[src/rtl/hri_pkg.sv]
/*
 Shared constants for the Hall rotation angle and interval block:
 register offsets, field positions, reset values, angle arithmetic.
 Assumes an 8-bit register space reached over a two-wire serial bus.
*/
package hri_pkg;
	localparam logic [7:0] ADDR_FLAGS = 8'h14;
	localparam logic [7:0] ADDR_FILT_LO = 8'h16;
	localparam logic [7:0] ADDR_FILT_HI = 8'h17;
	localparam logic [7:0] ADDR_IVAL = 8'h18;
	localparam logic [7:0] ADDR_UI_SET = 8'h70;
	localparam logic [7:0] ADDR_SENS_SET = 8'h71;
	localparam logic [7:0] ADDR_TUNE_A = 8'h72;
	localparam logic [7:0] ADDR_TUNE_B = 8'h73;
	localparam logic [7:0] ADDR_DIR_SET = 8'h78;
	localparam logic [7:0] ADDR_SIN_K = 8'h79;
	localparam logic [7:0] ADDR_COS_K = 8'h7a;
	localparam logic [7:0] ADDR_BETA = 8'h7b;
	localparam logic [7:0] ADDR_WAKE = 8'h7c;
	localparam logic [7:0] ADDR_ISIZE = 8'h7d;
	localparam logic [7:0] ADDR_OFS_LO = 8'h7e;
	localparam logic [7:0] ADDR_OFS_HI = 8'h7f;
	localparam logic [7:0] ADDR_RAW_LO = 8'h80;
	localparam logic [7:0] ADDR_RAW_HI = 8'h81;
	localparam logic [7:0] ADDR_DELTA = 8'h8e;
	localparam int FLAG_MOVED_BIT = 7;
	localparam int FLAG_DIR_BIT = 6;
	localparam int FLAG_CNT_NEG_BIT = 1;
	localparam int FLAG_REL_NEG_BIT = 0;
	localparam int UI_WAKE_BIT = 0;
	localparam int UI_IVAL_EVT_DIS_BIT = 3;
	localparam int UI_WHEEL_EVT_DIS_BIT = 4;
	localparam int UI_ZERO_BIT = 5;
	localparam int UI_IVAL_DIS_BIT = 6;
	localparam int UI_WHEEL_DIS_BIT = 7;
	localparam int DIR_INVERT_BIT = 0;
	localparam logic [7:0] UI_SET_RST = 8'h14;
	localparam logic [7:0] COS_K_RST = 8'h80;
	localparam logic [7:0] ISIZE_RST = 8'h03;
	localparam logic [7:0] IVAL_MIN = 8'h03;
	localparam logic [7:0] IVAL_MAX = 8'hb4;
	localparam logic [8:0] HYST_DEG = 9'h001;
	localparam logic [10:0] DEG_FULL = 11'h168;
	localparam logic signed [10:0] DEG_FWD_MAX = 11'sh0b3;
	localparam logic signed [10:0] DEG_BWD_MIN = -11'sh0b4;
	localparam int PLATE_W = 12;
	localparam int PH_SH = 7;
	localparam int FILT_SH = 8;
	localparam int ZFRAC = 6;
	localparam logic signed [15:0] Z_HALF = 16'sh2d00;
	localparam logic signed [15:0] Z_RND = 16'sh0020;
	localparam logic [3:0] CORDIC_N = 4'ha;
	localparam logic [3:0] BYTE_BITS = 4'h8;
	localparam logic [6:0] I2C_ADDR_DFLT = 7'h44;

	typedef enum logic [2:0] {
		I2C_IDLE = 3'b000,
		I2C_ADDR = 3'b001,
		I2C_ACKA = 3'b010,
		I2C_REG = 3'b011,
		I2C_WDATA = 3'b100,
		I2C_ACKW = 3'b101,
		I2C_RDATA = 3'b110,
		I2C_ACKR = 3'b111
	} hri_i2c_st_t;

	function automatic logic signed [15:0] hri_atan(input logic [3:0] i);
		case (i)
			4'h0: return 16'sh0b40;
			4'h1: return 16'sh06a4;
			4'h2: return 16'sh0382;
			4'h3: return 16'sh01c8;
			4'h4: return 16'sh00e5;
			4'h5: return 16'sh0073;
			4'h6: return 16'sh0039;
			4'h7: return 16'sh001d;
			4'h8: return 16'sh000e;
			4'h9: return 16'sh0007;
			default: return 16'sh0000;
		endcase
	endfunction : hri_atan

	function automatic logic [8:0] hri_wrap(input logic [10:0] v);
		return (v >= DEG_FULL) ? 9'(v - DEG_FULL) : v[8:0];
	endfunction : hri_wrap
endpackage : hri_pkg

[src/rtl/hri_link_if.sv]
/*
 Carrier between the top and its angle and interval units.
 Assumes all three run on the one system clock.
*/
`timescale 1ns/1ps
`default_nettype none
interface hri_link_if;
	import hri_pkg::*;
	logic smp_valid;
	logic signed [PLATE_W-1:0] plate_a, plate_b;
	logic [7:0] sin_k, cos_k;
	logic ang_done;
	logic [8:0] raw_deg;
	logic ival_go, ival_hold, ival_wr, ival_chg;
	logic [8:0] ival_pos;
	logic [7:0] ival_size, ival_wdata, ival_count;
	modport ang(input smp_valid, plate_a, plate_b, sin_k, cos_k,
		output ang_done, raw_deg);
	modport ivl(input ival_go, ival_hold, ival_wr, ival_pos, ival_size,
		ival_wdata, output ival_chg, ival_count);
endinterface : hri_link_if
`default_nettype wire

[src/rtl/hri_top.sv]
/*
 Hall rotation angle and interval user interface: serial register
 slave, degree filter, movement flags, zeroing and event output.
 Assumes an open-drain two-wire host bus and a front end that strobes
 plate readings on the system clock.
*/
// Notes on behaviour
// Bit 7 of flags shows magnet moved
// Bit 6 of flags gives movement direction
// Bit 1 set while movement count negative
// Bit 0 set while relative angle negative
// Flags follow even the smallest angle change
// Filtered angle 0..359 as two bytes
// Interval count is one 8-bit RW register
// Raw degree output as two bytes
// Per-cycle angle change stored, 0..180 degrees
// Interval size 3..180 degrees, host keeps minimum
// Host can zero wheel at current position
// Event each time interval count changes
// Setting inverts reported rotation direction
// Wheel offset added before interval boundaries
// Sine and cosine phase constants correct angle
// Host tunes filter coefficient to noise
// Host enables automatic tuning for drift; no tuning logic here, the tuning registers are only stored and read back
// Host enables user interface and calibration
// Zero bit self-clears after zeroing
// One degree hysteresis toward rotation direction
// Interval count is corrected angle over size
`timescale 1ns/1ps
`default_nettype none
module hri_top
	import hri_pkg::*;
#(
	parameter logic [6:0] DEV_ADDR = hri_pkg::I2C_ADDR_DFLT
)
(
	input wire logic CLOCK_I,
	input wire logic RSTN_I,
	input wire logic SCL_I,
	input wire logic SDA_I,
	output logic SDA_O,
	output logic SDA_OE_N_O,
	input wire logic SAMPLE_VALID_I,
	input wire logic signed [hri_pkg::PLATE_W-1:0] PLATE_A_I,
	input wire logic signed [hri_pkg::PLATE_W-1:0] PLATE_B_I,
	output logic EVENT_O
);
	logic [1:0] rst_sync_ff;
	logic rst_n;
	logic scl_m_ff, scl_s_ff, scl_d_ff, sda_m_ff, sda_s_ff, sda_d_ff;
	logic i2c_start, i2c_stop, scl_rise, scl_fall;
	hri_i2c_st_t st_ff;
	logic [3:0] cnt_ff;
	logic [7:0] sh_ff, tx_ff, ptr_ff, wa_ff, wd_ff, rd_data, rd_next;
	logic nack_ff, oe_n_ff, wr_ff, sda_o_ff;
	logic [7:0] ui_ff, sens_ff, tune_a_ff, tune_b_ff, dirset_ff;
	logic [7:0] sin_ff, cos_ff, beta_ff, wake_ff, isize_ff, delta_ff;
	logic [15:0] ofs_ff, raw_ff;
	logic [8:0] filt_ff, zero_ff, nf, rep, pos, ofs_m;
	logic signed [10:0] d0, dw, step, nsum;
	logic signed [19:0] prod;
	logic signed [15:0] mv_cnt_ff;
	logic moved_ff, dir_ff, rel_neg_ff, upd_ff, event_ff;
	logic [7:0] flags;
	hri_link_if lnk();

	always_ff @(posedge CLOCK_I or negedge RSTN_I)
		if (!RSTN_I)
			rst_sync_ff <= 2'h0;
		else
			rst_sync_ff <= {rst_sync_ff[0], 1'b1};
	assign rst_n = rst_sync_ff[1];

	// Bus pins pass two flops, a third copy finds edges
	always_ff @(posedge CLOCK_I or negedge rst_n)
		if (!rst_n)
		begin
			scl_m_ff <= 1'b1;
			scl_s_ff <= 1'b1;
			scl_d_ff <= 1'b1;
			sda_m_ff <= 1'b1;
			sda_s_ff <= 1'b1;
			sda_d_ff <= 1'b1;
		end
		else
		begin
			scl_m_ff <= SCL_I;
			scl_s_ff <= scl_m_ff;
			scl_d_ff <= scl_s_ff;
			sda_m_ff <= SDA_I;
			sda_s_ff <= sda_m_ff;
			sda_d_ff <= sda_s_ff;
		end

	assign i2c_start = scl_s_ff && scl_d_ff && sda_d_ff && !sda_s_ff;
	assign i2c_stop = scl_s_ff && scl_d_ff && !sda_d_ff && sda_s_ff;
	assign scl_rise = scl_s_ff && !scl_d_ff;
	assign scl_fall = !scl_s_ff && scl_d_ff;

	function automatic logic [7:0] reg_read(input logic [7:0] a);
		case (a)
			ADDR_FLAGS: return flags;
			ADDR_FILT_LO: return rep[7:0];
			ADDR_FILT_HI: return {7'h00, rep[8]};
			ADDR_IVAL: return lnk.ival_count;
			ADDR_UI_SET: return ui_ff;
			ADDR_SENS_SET: return sens_ff;
			ADDR_TUNE_A: return tune_a_ff;
			ADDR_TUNE_B: return tune_b_ff;
			ADDR_DIR_SET: return dirset_ff;
			ADDR_SIN_K: return sin_ff;
			ADDR_COS_K: return cos_ff;
			ADDR_BETA: return beta_ff;
			ADDR_WAKE: return wake_ff;
			ADDR_ISIZE: return isize_ff;
			ADDR_OFS_LO: return ofs_ff[7:0];
			ADDR_OFS_HI: return ofs_ff[15:8];
			ADDR_RAW_LO: return raw_ff[7:0];
			ADDR_RAW_HI: return raw_ff[15:8];
			ADDR_DELTA: return delta_ff;
			default: return 8'h00;
		endcase
	endfunction : reg_read

	// A process, so the mux follows registers behind the pointer
	always_comb
	begin
		rd_data = reg_read(ptr_ff);
		rd_next = reg_read(ptr_ff + 8'h01);
	end

	// Serial slave: pointer byte, then data with auto increment
	always_ff @(posedge CLOCK_I or negedge rst_n)
		if (!rst_n)
		begin
			st_ff <= I2C_IDLE;
			cnt_ff <= 4'h0;
			sh_ff <= 8'h00;
			tx_ff <= 8'h00;
			ptr_ff <= 8'h00;
			nack_ff <= 1'b0;
			oe_n_ff <= 1'b1;
			wr_ff <= 1'b0;
			wa_ff <= 8'h00;
			wd_ff <= 8'h00;
		end
		else
		begin
			wr_ff <= 1'b0;
			if (i2c_start)
			begin
				st_ff <= I2C_ADDR;
				cnt_ff <= 4'h0;
				oe_n_ff <= 1'b1;
			end
			else if (i2c_stop)
			begin
				st_ff <= I2C_IDLE;
				oe_n_ff <= 1'b1;
			end
			else if (scl_rise)
			begin
				if (st_ff == I2C_ACKR)
					nack_ff <= sda_s_ff;
				else if (st_ff == I2C_ADDR || st_ff == I2C_REG
					|| st_ff == I2C_WDATA)
				begin
					sh_ff <= {sh_ff[6:0], sda_s_ff};
					cnt_ff <= cnt_ff + 4'h1;
				end
				else if (st_ff == I2C_RDATA)
					cnt_ff <= cnt_ff + 4'h1;
			end
			else if (scl_fall)
			begin
				case (st_ff)
					I2C_ADDR:
						if (cnt_ff == BYTE_BITS)
						begin
							if (sh_ff[7:1] == DEV_ADDR)
							begin
								st_ff <= I2C_ACKA;
								oe_n_ff <= 1'b0;
							end
							else
								st_ff <= I2C_IDLE;
						end
					I2C_ACKA:
					begin
						cnt_ff <= 4'h0;
						if (sh_ff[0])
						begin
							st_ff <= I2C_RDATA;
							tx_ff <= rd_data;
							oe_n_ff <= rd_data[7];
						end
						else
						begin
							st_ff <= I2C_REG;
							oe_n_ff <= 1'b1;
						end
					end
					I2C_REG:
						if (cnt_ff == BYTE_BITS)
						begin
							ptr_ff <= sh_ff;
							st_ff <= I2C_ACKW;
							oe_n_ff <= 1'b0;
						end
					I2C_WDATA:
						if (cnt_ff == BYTE_BITS)
						begin
							wr_ff <= 1'b1;
							wa_ff <= ptr_ff;
							wd_ff <= sh_ff;
							ptr_ff <= ptr_ff + 8'h01;
							st_ff <= I2C_ACKW;
							oe_n_ff <= 1'b0;
						end
					I2C_ACKW:
					begin
						st_ff <= I2C_WDATA;
						cnt_ff <= 4'h0;
						oe_n_ff <= 1'b1;
					end
					I2C_RDATA:
						if (cnt_ff == BYTE_BITS)
						begin
							st_ff <= I2C_ACKR;
							oe_n_ff <= 1'b1;
						end
						else
						begin
							tx_ff <= {tx_ff[6:0], 1'b0};
							oe_n_ff <= tx_ff[6];
						end
					I2C_ACKR:
						if (nack_ff)
							st_ff <= I2C_IDLE;
						else
						begin
							ptr_ff <= ptr_ff + 8'h01;
							tx_ff <= rd_next;
							oe_n_ff <= rd_next[7];
							cnt_ff <= 4'h0;
							st_ff <= I2C_RDATA;
						end
					default:
						st_ff <= I2C_IDLE;
				endcase
			end
		end

	// Settings store; zero bit drops one cycle after it is seen
	always_ff @(posedge CLOCK_I or negedge rst_n)
		if (!rst_n)
		begin
			ui_ff <= UI_SET_RST;
			sens_ff <= 8'h00;
			tune_a_ff <= 8'h00;
			tune_b_ff <= 8'h00;
			dirset_ff <= 8'h00;
			sin_ff <= 8'h00;
			cos_ff <= COS_K_RST;
			beta_ff <= 8'h00;
			wake_ff <= 8'h00;
			isize_ff <= ISIZE_RST;
			ofs_ff <= 16'h0000;
		end
		else if (wr_ff)
		begin
			case (wa_ff)
				ADDR_UI_SET: ui_ff <= wd_ff;
				ADDR_SENS_SET: sens_ff <= wd_ff;
				ADDR_TUNE_A: tune_a_ff <= wd_ff;
				ADDR_TUNE_B: tune_b_ff <= wd_ff;
				ADDR_DIR_SET: dirset_ff <= wd_ff;
				ADDR_SIN_K: sin_ff <= wd_ff;
				ADDR_COS_K: cos_ff <= wd_ff;
				ADDR_BETA: beta_ff <= wd_ff;
				ADDR_WAKE: wake_ff <= wd_ff;
				ADDR_ISIZE: isize_ff <= wd_ff;
				ADDR_OFS_LO: ofs_ff[7:0] <= wd_ff;
				ADDR_OFS_HI: ofs_ff[15:8] <= wd_ff;
				default: ui_ff <= ui_ff;
			endcase
		end
		else if (ui_ff[UI_ZERO_BIT])
			ui_ff[UI_ZERO_BIT] <= 1'b0;

	// Raw and delta outputs: a new sample beats a host write
	always_ff @(posedge CLOCK_I or negedge rst_n)
		if (!rst_n)
		begin
			raw_ff <= 16'h0000;
			delta_ff <= 8'h00;
		end
		else
		begin
			if (lnk.ang_done && !ui_ff[UI_WHEEL_DIS_BIT])
				raw_ff <= {7'h00, lnk.raw_deg};
			else if (wr_ff && wa_ff == ADDR_RAW_LO)
				raw_ff[7:0] <= wd_ff;
			else if (wr_ff && wa_ff == ADDR_RAW_HI)
				raw_ff[15:8] <= wd_ff;
			// Taken with the filter step, before the filter moves on
			if (lnk.ang_done && !ui_ff[UI_WHEEL_DIS_BIT]
				&& !ui_ff[UI_ZERO_BIT])
				delta_ff <= step[10] ? 8'(-step) : step[7:0];
			else if (wr_ff && wa_ff == ADDR_DELTA)
				delta_ff <= wd_ff;
		end

	// Filter step on the shortest way round the circle
	always_comb
	begin
		d0 = $signed({2'b00, lnk.raw_deg}) - $signed({2'b00, filt_ff});
		dw = d0;
		if (d0 > DEG_FWD_MAX)
			dw = d0 - $signed(DEG_FULL);
		else if (d0 < DEG_BWD_MIN)
			dw = d0 + $signed(DEG_FULL);
		prod = 20'(dw) * 20'($signed({1'b0, beta_ff}));
		step = dw - 11'(prod >>> FILT_SH);
		nsum = $signed({2'b00, filt_ff}) + step;
		if (nsum < 0)
			nsum = nsum + $signed(DEG_FULL);
		nf = hri_wrap(nsum);
		rep = hri_wrap({2'b00, filt_ff} + DEG_FULL - {2'b00, zero_ff});
		ofs_m = (ofs_ff >= 16'(DEG_FULL)) ? 9'h000 : ofs_ff[8:0];
		pos = hri_wrap({2'b00, rep} + {2'b00, ofs_m});
	end

	// Filtered angle, movement flags and zero reference
	always_ff @(posedge CLOCK_I or negedge rst_n)
		if (!rst_n)
		begin
			filt_ff <= 9'h000;
			zero_ff <= 9'h000;
			mv_cnt_ff <= 16'sh0000;
			moved_ff <= 1'b0;
			dir_ff <= 1'b0;
			rel_neg_ff <= 1'b0;
			upd_ff <= 1'b0;
		end
		else
		begin
			upd_ff <= 1'b0;
			if (ui_ff[UI_ZERO_BIT])
			begin
				zero_ff <= filt_ff;
				mv_cnt_ff <= 16'sh0000;
			end
			else if (lnk.ang_done && !ui_ff[UI_WHEEL_DIS_BIT])
			begin
				filt_ff <= nf;
				upd_ff <= 1'b1;
				moved_ff <= (step != 11'sh000);
				rel_neg_ff <= step[10];
				mv_cnt_ff <= mv_cnt_ff + 16'(step);
				if (step != 11'sh000)
					dir_ff <= !step[10] ^ dirset_ff[DIR_INVERT_BIT];
			end
		end

	always_comb
	begin
		flags = 8'h00;
		flags[FLAG_MOVED_BIT] = moved_ff;
		flags[FLAG_DIR_BIT] = dir_ff;
		flags[FLAG_CNT_NEG_BIT] = mv_cnt_ff[15];
		flags[FLAG_REL_NEG_BIT] = rel_neg_ff;
	end

	// Event pin: touch wake mode mutes rotation events
	always_ff @(posedge CLOCK_I or negedge rst_n)
		if (!rst_n)
			event_ff <= 1'b0;
		else
			event_ff <= !ui_ff[UI_WAKE_BIT]
				&& ((lnk.ival_chg && !ui_ff[UI_IVAL_EVT_DIS_BIT])
				|| (upd_ff && moved_ff && !ui_ff[UI_WHEEL_EVT_DIS_BIT]));

	always_ff @(posedge CLOCK_I or negedge rst_n)
		if (!rst_n)
			sda_o_ff <= 1'b0;
		else
			sda_o_ff <= 1'b0;

	assign lnk.smp_valid = SAMPLE_VALID_I;
	assign lnk.plate_a = PLATE_A_I;
	assign lnk.plate_b = PLATE_B_I;
	assign lnk.sin_k = sin_ff;
	assign lnk.cos_k = cos_ff;
	assign lnk.ival_go = upd_ff;
	assign lnk.ival_pos = pos;
	assign lnk.ival_size = isize_ff;
	assign lnk.ival_hold = ui_ff[UI_IVAL_DIS_BIT];
	assign lnk.ival_wr = wr_ff && (wa_ff == ADDR_IVAL);
	assign lnk.ival_wdata = wd_ff;

	hri_angle u_angle (
		.clk_i(CLOCK_I),
		.rst_n_i(rst_n),
		.lnk(lnk.ang)
	);

	hri_interval u_interval (
		.clk_i(CLOCK_I),
		.rst_n_i(rst_n),
		.lnk(lnk.ivl)
	);

	assign SDA_O = sda_o_ff;
	assign SDA_OE_N_O = oe_n_ff;
	assign EVENT_O = event_ff;
endmodule : hri_top
`default_nettype wire

[src/rtl/hri_angle.sv]
/*
 Phase-corrected angle from the two Hall plate readings, by CORDIC.
 Assumes one plate pair per valid strobe, strobes spaced over 12 cycles.
*/
`timescale 1ns/1ps
`default_nettype none
module hri_angle
	import hri_pkg::*;
(
	input wire logic clk_i,
	input wire logic rst_n_i,
	hri_link_if.ang lnk
);
	localparam int AW = 22;
	logic signed [AW-1:0] x_ff, y_ff, pa, xc, yc;
	logic signed [15:0] z_ff, zs;
	logic signed [10:0] d11;
	logic [3:0] it_ff;
	logic busy_ff, done_ff;
	logic [8:0] deg_ff;

	always_comb
	begin
		pa = AW'(lnk.plate_a);
		xc = (pa * AW'($signed({1'b0, lnk.cos_k}))) >>> PH_SH;
		yc = AW'(lnk.plate_b) - ((pa * AW'($signed(lnk.sin_k))) >>> PH_SH);
		zs = (z_ff + Z_RND) >>> ZFRAC;
		d11 = 11'(zs);
		if (d11 < 0)
			d11 = d11 + $signed(DEG_FULL);
		else if (d11 >= $signed(DEG_FULL))
			d11 = d11 - $signed(DEG_FULL);
	end

	// Vectoring: drive y to zero, sum rotations in z
	always_ff @(posedge clk_i or negedge rst_n_i)
		if (!rst_n_i)
		begin
			x_ff <= '0;
			y_ff <= '0;
			z_ff <= '0;
			it_ff <= 4'h0;
			busy_ff <= 1'b0;
		end
		else if (!busy_ff && lnk.smp_valid)
		begin
			x_ff <= xc[AW-1] ? -xc : xc;
			y_ff <= xc[AW-1] ? -yc : yc;
			z_ff <= xc[AW-1] ? Z_HALF : 16'sh0000;
			it_ff <= 4'h0;
			busy_ff <= 1'b1;
		end
		else if (busy_ff)
		begin
			if (it_ff == CORDIC_N)
				busy_ff <= 1'b0;
			else
			begin
				x_ff <= y_ff[AW-1] ? x_ff - (y_ff >>> it_ff) : x_ff + (y_ff >>> it_ff);
				y_ff <= y_ff[AW-1] ? y_ff + (x_ff >>> it_ff) : y_ff - (x_ff >>> it_ff);
				z_ff <= y_ff[AW-1] ? z_ff - hri_atan(it_ff) : z_ff + hri_atan(it_ff);
				it_ff <= it_ff + 4'h1;
			end
		end

	always_ff @(posedge clk_i or negedge rst_n_i)
		if (!rst_n_i)
		begin
			done_ff <= 1'b0;
			deg_ff <= 9'h000;
		end
		else
		begin
			done_ff <= busy_ff && (it_ff == CORDIC_N);
			if (busy_ff && (it_ff == CORDIC_N))
				deg_ff <= d11[8:0];
		end

	assign lnk.ang_done = done_ff;
	assign lnk.raw_deg = deg_ff;
endmodule : hri_angle
`default_nettype wire

[src/rtl/hri_interval.sv]
/*
 Interval counter: divides the corrected angle by the interval size.
 Assumes a new position arrives far less often than every 121 cycles.
*/
`timescale 1ns/1ps
`default_nettype none
module hri_interval
	import hri_pkg::*;
(
	input wire logic clk_i,
	input wire logic rst_n_i,
	hri_link_if.ivl lnk
);
	logic [8:0] rem_ff, size9;
	logic [7:0] q_ff, count_ff;
	logic busy_ff, chg_ff, done;

	always_comb
	begin
		size9 = {1'b0, lnk.ival_size};
		if (lnk.ival_size < IVAL_MIN)
			size9 = {1'b0, IVAL_MIN};
		else if (lnk.ival_size > IVAL_MAX)
			size9 = {1'b0, IVAL_MAX};
		done = busy_ff && (rem_ff < size9);
	end

	// Repeated subtraction keeps quotient and remainder
	always_ff @(posedge clk_i or negedge rst_n_i)
		if (!rst_n_i)
		begin
			rem_ff <= 9'h000;
			q_ff <= 8'h00;
			busy_ff <= 1'b0;
		end
		else if (busy_ff)
		begin
			if (!done)
			begin
				rem_ff <= rem_ff - size9;
				q_ff <= q_ff + 8'h01;
			end
			else
				busy_ff <= 1'b0;
		end
		else if (lnk.ival_go)
		begin
			rem_ff <= lnk.ival_pos;
			q_ff <= 8'h00;
			busy_ff <= 1'b1;
		end

	// Upward change only one degree past the edge
	always_ff @(posedge clk_i or negedge rst_n_i)
		if (!rst_n_i)
		begin
			count_ff <= 8'h00;
			chg_ff <= 1'b0;
		end
		else
		begin
			chg_ff <= 1'b0;
			if (lnk.ival_wr)
				count_ff <= lnk.ival_wdata;
			else if (done && !lnk.ival_hold && (q_ff != count_ff)
				&& ((q_ff < count_ff) || (rem_ff >= HYST_DEG)))
			begin
				count_ff <= q_ff;
				chg_ff <= 1'b1;
			end
		end

	assign lnk.ival_count = count_ff;
	assign lnk.ival_chg = chg_ff;
endmodule : hri_interval
`default_nettype wire

[config.mk]
export PLATFORM = sky130hd
export DESIGN_NAME = hri_top
export DESIGN_NICKNAME = d
export VERILOG_FILES = /design/src/rtl/hri_pkg.sv /design/src/rtl/hri_link_if.sv /design/src/rtl/hri_top.sv /design/src/rtl/hri_angle.sv /design/src/rtl/hri_interval.sv
export SDC_FILE = /design/constraint.sdc
export NUM_CORES = 2
export LEC_CHECK = 0
export ABC_AREA = 1
export ABC_CLOCK_PERIOD_IN_PS = 9000
export BUFFER_PORTS_ARGS = -buffer_cell sky130_fd_sc_hd__buf_2
export CAP_MARGIN = 40
export CORE_ASPECT_RATIO = 1.25
export CORE_UTILIZATION = 41
export CTS_CLUSTER_DIAMETER = 100
export CTS_CLUSTER_SIZE = 8
export DETAILED_ROUTE_END_ITERATION = 8
export SYNTH_ARGS = -nofsm -noshare
export SYNTH_HDL_FRONTEND = slang
export SYNTH_SLANG_ARGS = --single-unit
export TNS_END_PERCENT = 20
[constraint.sdc]
create_clock -name CLOCK_I -period 9 [get_ports CLOCK_I]
set_clock_uncertainty 0.05 [all_clocks]
set_input_delay 0 -clock CLOCK_I [delete_from_list [all_inputs] [get_ports CLOCK_I]]
set_output_delay 0 -clock CLOCK_I [all_outputs]
set_load 0.1 [all_outputs]
# Word-level counts from Yosys, hierarchy flattened
# Memory sizes are Yosys's and may differ from the RTL's.
# Index checks and enable logic that the tools add are counted.
# W data, S select, Z words.
# word_totals
out_inout_bits,3
input_bits,29
n_memories,2
mem_bits_ro,384
latch_bits,0
wordCells,386
ff_bits,318
mem_bits_rw,0
# memory_table
name,words,width,rd,rd_clocked_by_memory_dff,wr,line,rtl
(name not given),16,12,1,0,0,hri_pkg.sv:68,case (i)
(name not given),16,12,1,0,0,hri_pkg.sv:68,
# op_classes
n_shift,2
div,0
n_reduce_logical,80
bitwise,6
mul,3
magnitude_cmp,14
mux,111
n_eq_ne,84
add_sub_neg,31
# op_table
operator,count
$pmux W8 S19,2
$eq A8 B7 Y1 const B,36
$mux W22,10
$mux W16,13
$mux W8,16
$mux W9,9
$eq A8 B5 Y1 const B,9
$eq A8 B8 Y1 const B,9
$add A22 B22 Y22,2
$mux W4,11
$sshr A22 B4 Y22,2
$sub A22 B22 Y22,2
$sub A9 B9 Y9 const B,4
$mux W11,3
$reduce_and A2 Y1,16
$mux W1,27
$mux W3,9
$pmux W8 S3,1
$logic_and A1 B1 Y1,23
$ge A11 B9 Y1 const B,2
$neg A14 Y22,1
$neg A22 Y22,1
$mul A12 B9 Y21,1
$mux W7,3
other kinds (69),119

# Longest topological paths before layout
# depth
ltp_word,11
depth_mapped,62
mapped_depth_nobuf,62

# By module
# From an unflattened synthesis, not the netlist that was laid out.
# hier_totals
hier_cells,5587
area_unflattened_um2,38268.0
# by_module_without_submodules
module,seq_area_each_um2,n_inst,cells_per_inst,area_each_um2
hri_angle,1876.8,1,2866,18217.5
hri_top,5420.2,1,2414,17923.4
hri_interval,675.6,1,307,2127.0

# Worst setup path after synthesis
# No wires, ideal clock.
# synth_timing
path_kind,flip-flop to flip-flop
startpoint,"register u_angle.deg_ff[0], in the netlist u_angle.lnk.raw_deg[0]"
endpoint,register mv_cnt_ff[13]
path_stages_with_launch,58
n_path_buf,0
setup_time_ps,118
slack_ps,-179
arrival_ps,9011
synth_period_minus_slack_ps,9179
required_time_ps,8832
path_cell_list,dfrtp_1 inv_1 ha_1 inv_1 fa_1 nand3_1 nand3_2 nand2_2 nand2_1 nand2_1 nand2_1 nor2_1 nand3_1 nand2_1 nand2_1 o21ai_0 xor2_1 nand2_1 [... 22 more ...] nand3_1 and3_1 nand3b_1 nand2_1 nand3_2 nand2_4 inv_1 ha_1 a21oi_1 o21ai_0 nand2_1 inv_1 nor2_1 inv_1 a21oi_1 xor2_1 nand3b_1 nand2_1
# synth_between
elab_chain_len,9
word_cells_on_any_way,12
classes_between,add/sub: 5; mul: 1; order compare: 2; mux: 4
# synth_rtl
element,line,rtl
"start, declared",hri_angle.sv:20,logic [8:0] deg_ff;
"start signal, assigned",hri_angle.sv:76,deg_ff <= d11[8:0];
$sub A9 B9 Y10 *,hri_top.sv:317,"d0 = $signed({2'b00, lnk.raw_deg}) - $signed({2'b00, filt_ff});"
$add A10 B10 Y11 / $lt A10 B9 Y1 (equally long branches),"hri_top.sv:322, hri_top.sv:321",
$mux W11,hri_top.sv:321,else if (d0 < DEG_BWD_MIN)
$mux W11 *,hri_top.sv:319,if (d0 > DEG_FWD_MAX)
$mul A11 B9 Y19,hri_top.sv:323,"prod = 20'(dw) * 20'($signed({1'b0, beta_ff}));"
$sub A11 B11 Y11 *,hri_top.sv:324,step = dw - 11'(prod >>> FILT_SH);
net step[10],hri_top.sv:60,"logic signed [10:0] d0, dw, step, nsum;"
$add A16 B11 Y16 *,hri_top.sv:360,mv_cnt_ff <= mv_cnt_ff + 16'(step);
$mux W16 *,hri_top.sv:354,else if (lnk.ang_done && !ui_ff[UI_WHEEL_DIS_BIT])
$mux W16 *,hri_top.sv:349,if (ui_ff[UI_ZERO_BIT])
"end signal, assigned",hri_top.sv:360,
"end, declared",hri_top.sv:62,logic signed [15:0] mv_cnt_ff;
# Mark *: on every way through the listed nets, which the timed path passes. The rest lies on a longest branch. The select of a mux whose other input is x is not followed.
# A chain may end at the register's enable or synchronous reset.

# Worst setup path in the final report
# layout_timing
startpoint,"register u_angle.deg_ff[0], in the netlist u_angle.lnk.raw_deg[0]"
endpoint,register filt_ff[7]
# layout_between
elab_chain_len,11
word_cells_on_any_way,16
classes_between,add/sub: 7; mul: 1; order compare: 4; mux: 4
# layout_rtl
element,line,rtl
$sub A9 B9 Y10 *,hri_top.sv:317,
$add A10 B10 Y11 / $lt A10 B9 Y1 (equally long branches),"hri_top.sv:322, hri_top.sv:321",
$mux W11,hri_top.sv:321,
$mux W11 *,hri_top.sv:319,
$mul A11 B9 Y19,hri_top.sv:323,
$sub A11 B11 Y11 *,hri_top.sv:324,
$add A10 B11 Y11 *,hri_top.sv:325,"nsum = $signed({2'b00, filt_ff}) + step;"
$add A11 B10 Y11 / $lt A11 B1 Y1 (equally long branches),"hri_top.sv:327, hri_top.sv:326",
$mux W11 *,hri_top.sv:326,if (nsum < 0)
$sub A9 B9 Y9 / $ge A11 B9 Y1 (equally long branches),hri_pkg.sv:84,return (v >= DEG_FULL) ? 9'(v - DEG_FULL) : v[8:0];
$mux W9 *,hri_pkg.sv:84,
"end signal, assigned",hri_top.sv:356,filt_ff <= nf;
"end, declared",hri_top.sv:59,"logic [8:0] filt_ff, zero_ff, nf, rep, pos, ofs_m;"
# Every way passes the cells marked *; elsewhere a longest branch is shown, timed or not.

==> out/metrics.cfg <==
[timing]
relSlewSlack_pct = 38.4
fin_crit_ns = 9.04
fin_crit_sh_pct = 100
finalSetupTns_ns = -0.0543
worst_pin_slew_ns = 0.919
hold_viol_final = 0
rsz0062_at_grt = true
fin_ws_ns = -0.0358
drv_slew = 0
timing.fmax_ghz = 0.111
finalSetupViolCount = 4

[global_route]
globalRouteTotalUtil_pct = 27.1
first_global_vias = 35600
antenna_found_initial = 3
grt_pass1_wl_mm = 195
grt_max_degree = 137
grt_overflow_total = 0

[synth]
synth-seq-cells = 318
yosys.area.top_type = dfrtp_1
synthArstFlopShare_pct = 100
synth_top_area_share_pct = 20.7
synth_area_per_cell_um2 = 7.07
ys_warn_count = 0
ys.flop_type = dfrtp_1
synthTopCellsByArea = dfrtp_1, fa_1, nand2_1
synth_nets = 5791
synth_edf_count = 0
yosysSeqAreaShare_pct = 21.6
ys_types = 75
syn_area_um2 = 37000
synthCells = 5232

[clock_tree]
insertion_delay_ns = 0.62
cts_tree = yes
htreeDepth = 2
clock-root-buffer = clkbuf_16
cts_buffers = 46
clock_path_buffers = 3
clock-sinks = 318
clkTransAtPathRegs_ns = 0.06

[critical_path]
criticalPathCategory = reg -> reg
arrival_ns = 9.45
path_common_cell = nand2_1
critPathLaunchType = register
critPathRequiredTime_ns = 9.42
crit_slowest_cell = fa_1
path_max_fanout = 7
cpPeakStageDelay_ns = 0.59
end_kind = register

[drt]
via_per_inst = 5.32
vias = 35500
drtIter0Drc = 2153
drcViolationCount = 0
wl_per_cell_um = 18.5
ant_nets = 0
routed_wl_mm = 123
firstDrtPassIters = 7

[floorplanning]
io-pin-count = 32
fp.dieH_um = 338
core_area_um2 = 89000
dieArea_um2 = 91400
die_w_um = 271
rows = 122
start_util_pct = 41.6

[finish]
drive_gt1_share_pct = 11.1
regArea_um2 = 7980
areaGrowthSynthToFinish_pct = 14.3
multi_input_area_um2 = 25300
fillers = 9068
diodes = 0
final_cells = 6668
utilization_pct = 47.5
nNetsFinal = 6019

[worst_hold_path]
hold_path_class = in -> reg

[placement]
dp.cells = 6562
gp_congestion = 1.06
dp_hpwl_mm = 97.3
post-place-ws_ns = -0.496
io_buffers = 30

[status]
violations = setup timing
status = complete, but fails checks

[run]
max-cap-violations = 0

[critical path, delay by kind of cell (launching register included)]
family                   cells  cell delay, ns
adder cells (fa/ha/maj)     10            3.75
AND/OR/NAND/NOR             24            1.94
buffers and inverters       15            1.37
AO/OA/AOI/OAI                7            0.94
XOR/XNOR                     3            0.51
flip-flops                   1            0.37
[layer usage]
| metal | part of all wire [%] | track usage [%] | vias up | wire (um) |
|---|---|---|---|---|
| met5 | 0 | 0 | - | 0 |
| met4 | 5.6 | 13.7 | 0 | 6940 |
| met3 | 3.6 | 2.10 | 262 | 4380 |
| met2 | 50 | 49.1 | 817 | 61900 |
| met1 | 41 | 32.1 | 17100 | 50000 |
| li1 | - | - | 17300 | - |
[synthesized netlist by cell type, types with 7 or more instances]
master / instances
o31ai_1: 18
ha_1: 296
nand2_1: 1242
xnor2_1: 46
buf_1: 11
a22oi_1: 9
nand3b_1: 14
dfstp_2: 12
o22ai_1: 60
a31oi_1: 30
nor4_1: 25
o2111ai_1: 12
a21boi_0: 9
o21a_1: 15
clkbuf_1: 107
nor3b_1: 10
nand4_1: 50
nand3_2: 9
inv_2: 12
o21ai_0: 416
nor2_2: 10
xor2_1: 134
o211ai_1: 30
or2_2: 26
nand3_1: 185
fa_1: 234
nor2_1: 327
a21oi_1: 267
a21o_1: 10
nor3_1: 67
and2_1: 8
dfrtp_1: 306
nand2_2: 24
o221ai_1: 32
o21bai_1: 13
a21oi_2: 7
o21ai_1: 46
inv_1: 969
buf_2: 14
a221oi_1: 35
[logic make-up (layout without fill, tap and decap cells)]
kind of cell               after synthesis  after routing  synth area share [%]
xor gates and xnor gates               182            182                  4.35
AOI/OAI and AO/OA                     1046           1046                  16.5
buffers and inverters                 1132           1390                  11.7
muxes                                    5              5                 0.135
adders and majority gates              530            530                  22.7
DFF                                    318            318                  21.6
other                                    2              2                0.0203
and+or+nand+nor                       2017           2017                  23.0
[final timing paths]
check | start | to | slack [ns] | cells past startpoint
hold / removal | SDA_I | sda_m_ff$_DFF_PN1_ | 0.04 | 2
max in group asynchronous | rst_sync_ff[1]$_DFF_PN0_ | filt_ff[6]$_DFFE_PN0P_ | 6.64 | 3
setup reg to reg | u_angle.lnk.raw_deg[0]$_DFFE_PN0P_ | filt_ff[7]$_DFFE_PN0P_ | -0.04 | 59
hold reg to reg | rst_sync_ff[0]$_DFF_PN0_ | rst_sync_ff[1]$_DFF_PN0_ | 0.30 | 0
setup / recovery | u_angle.lnk.raw_deg[0]$_DFFE_PN0P_ | filt_ff[7]$_DFFE_PN0P_ | -0.04 | 59
min in group asynchronous | RSTN_I | rst_sync_ff[1]$_DFF_PN0_ | 0.22 | 3
[stage by stage]
stage                     hold WS (ns)  instance area, um2
after floorplan                 -0.346               37000
after global placement          -0.264               39900
after detailed placement        -0.261               40100
after CTS                       0.0121               41800
after global routing            0.0308               42300
final                           0.0392               42300
[state kept, by name, indices dropped and copies added (netlist names), 9 cells and up]
register             count
filt_ff                  9
u_interval.rem_ff        9
ofs_ff                  16
u_angle.y_ff            22
mv_cnt_ff               16
u_angle.lnk.raw_deg      9
raw_ff                  16
zero_ff                  9
u_angle.x_ff            22
u_angle.z_ff            16
[timing repair]
action	4_1_cts	5_1_grt
hold endpoints to repair	15	0
setup endpoints to repair	12	22
pin swaps	29	79
setup buffers	3	17
resized for setup	58	97
gates cloned	0	0
hold buffers	8	0
[final cells by class]
type | instances | share of cell area [%]
timing repair buffer | 324 | 5.99
inverter | 988 | 8.80
tap | 1178 | 3.49
clock inverter | 4 | 0.127
multi-input combinational | 3782 | 59.8
sequential | 318 | 18.9
clock buffer | 74 | 2.97
[cells in the final DEF (no fill, tap or decap), drive strengths merged, types with 30 or more instances in the layout]
cell type / n
nand2: 1270
inv: 984
o21ai: 465
nor2: 341
buf: 316
dfrtp: 306
ha: 296
a21oi: 274
fa: 234
nand3: 196
xor2: 136
clkbuf: 74
nor3: 71
o22ai: 60
nand4: 51
xnor2: 46
a221oi: 35
o221ai: 33
o211ai: 31
a31oi: 30
Power is left out: the tool's default activity adds up to more than one toggle a clock period on the data nets, which glitch-free logic cannot reach.
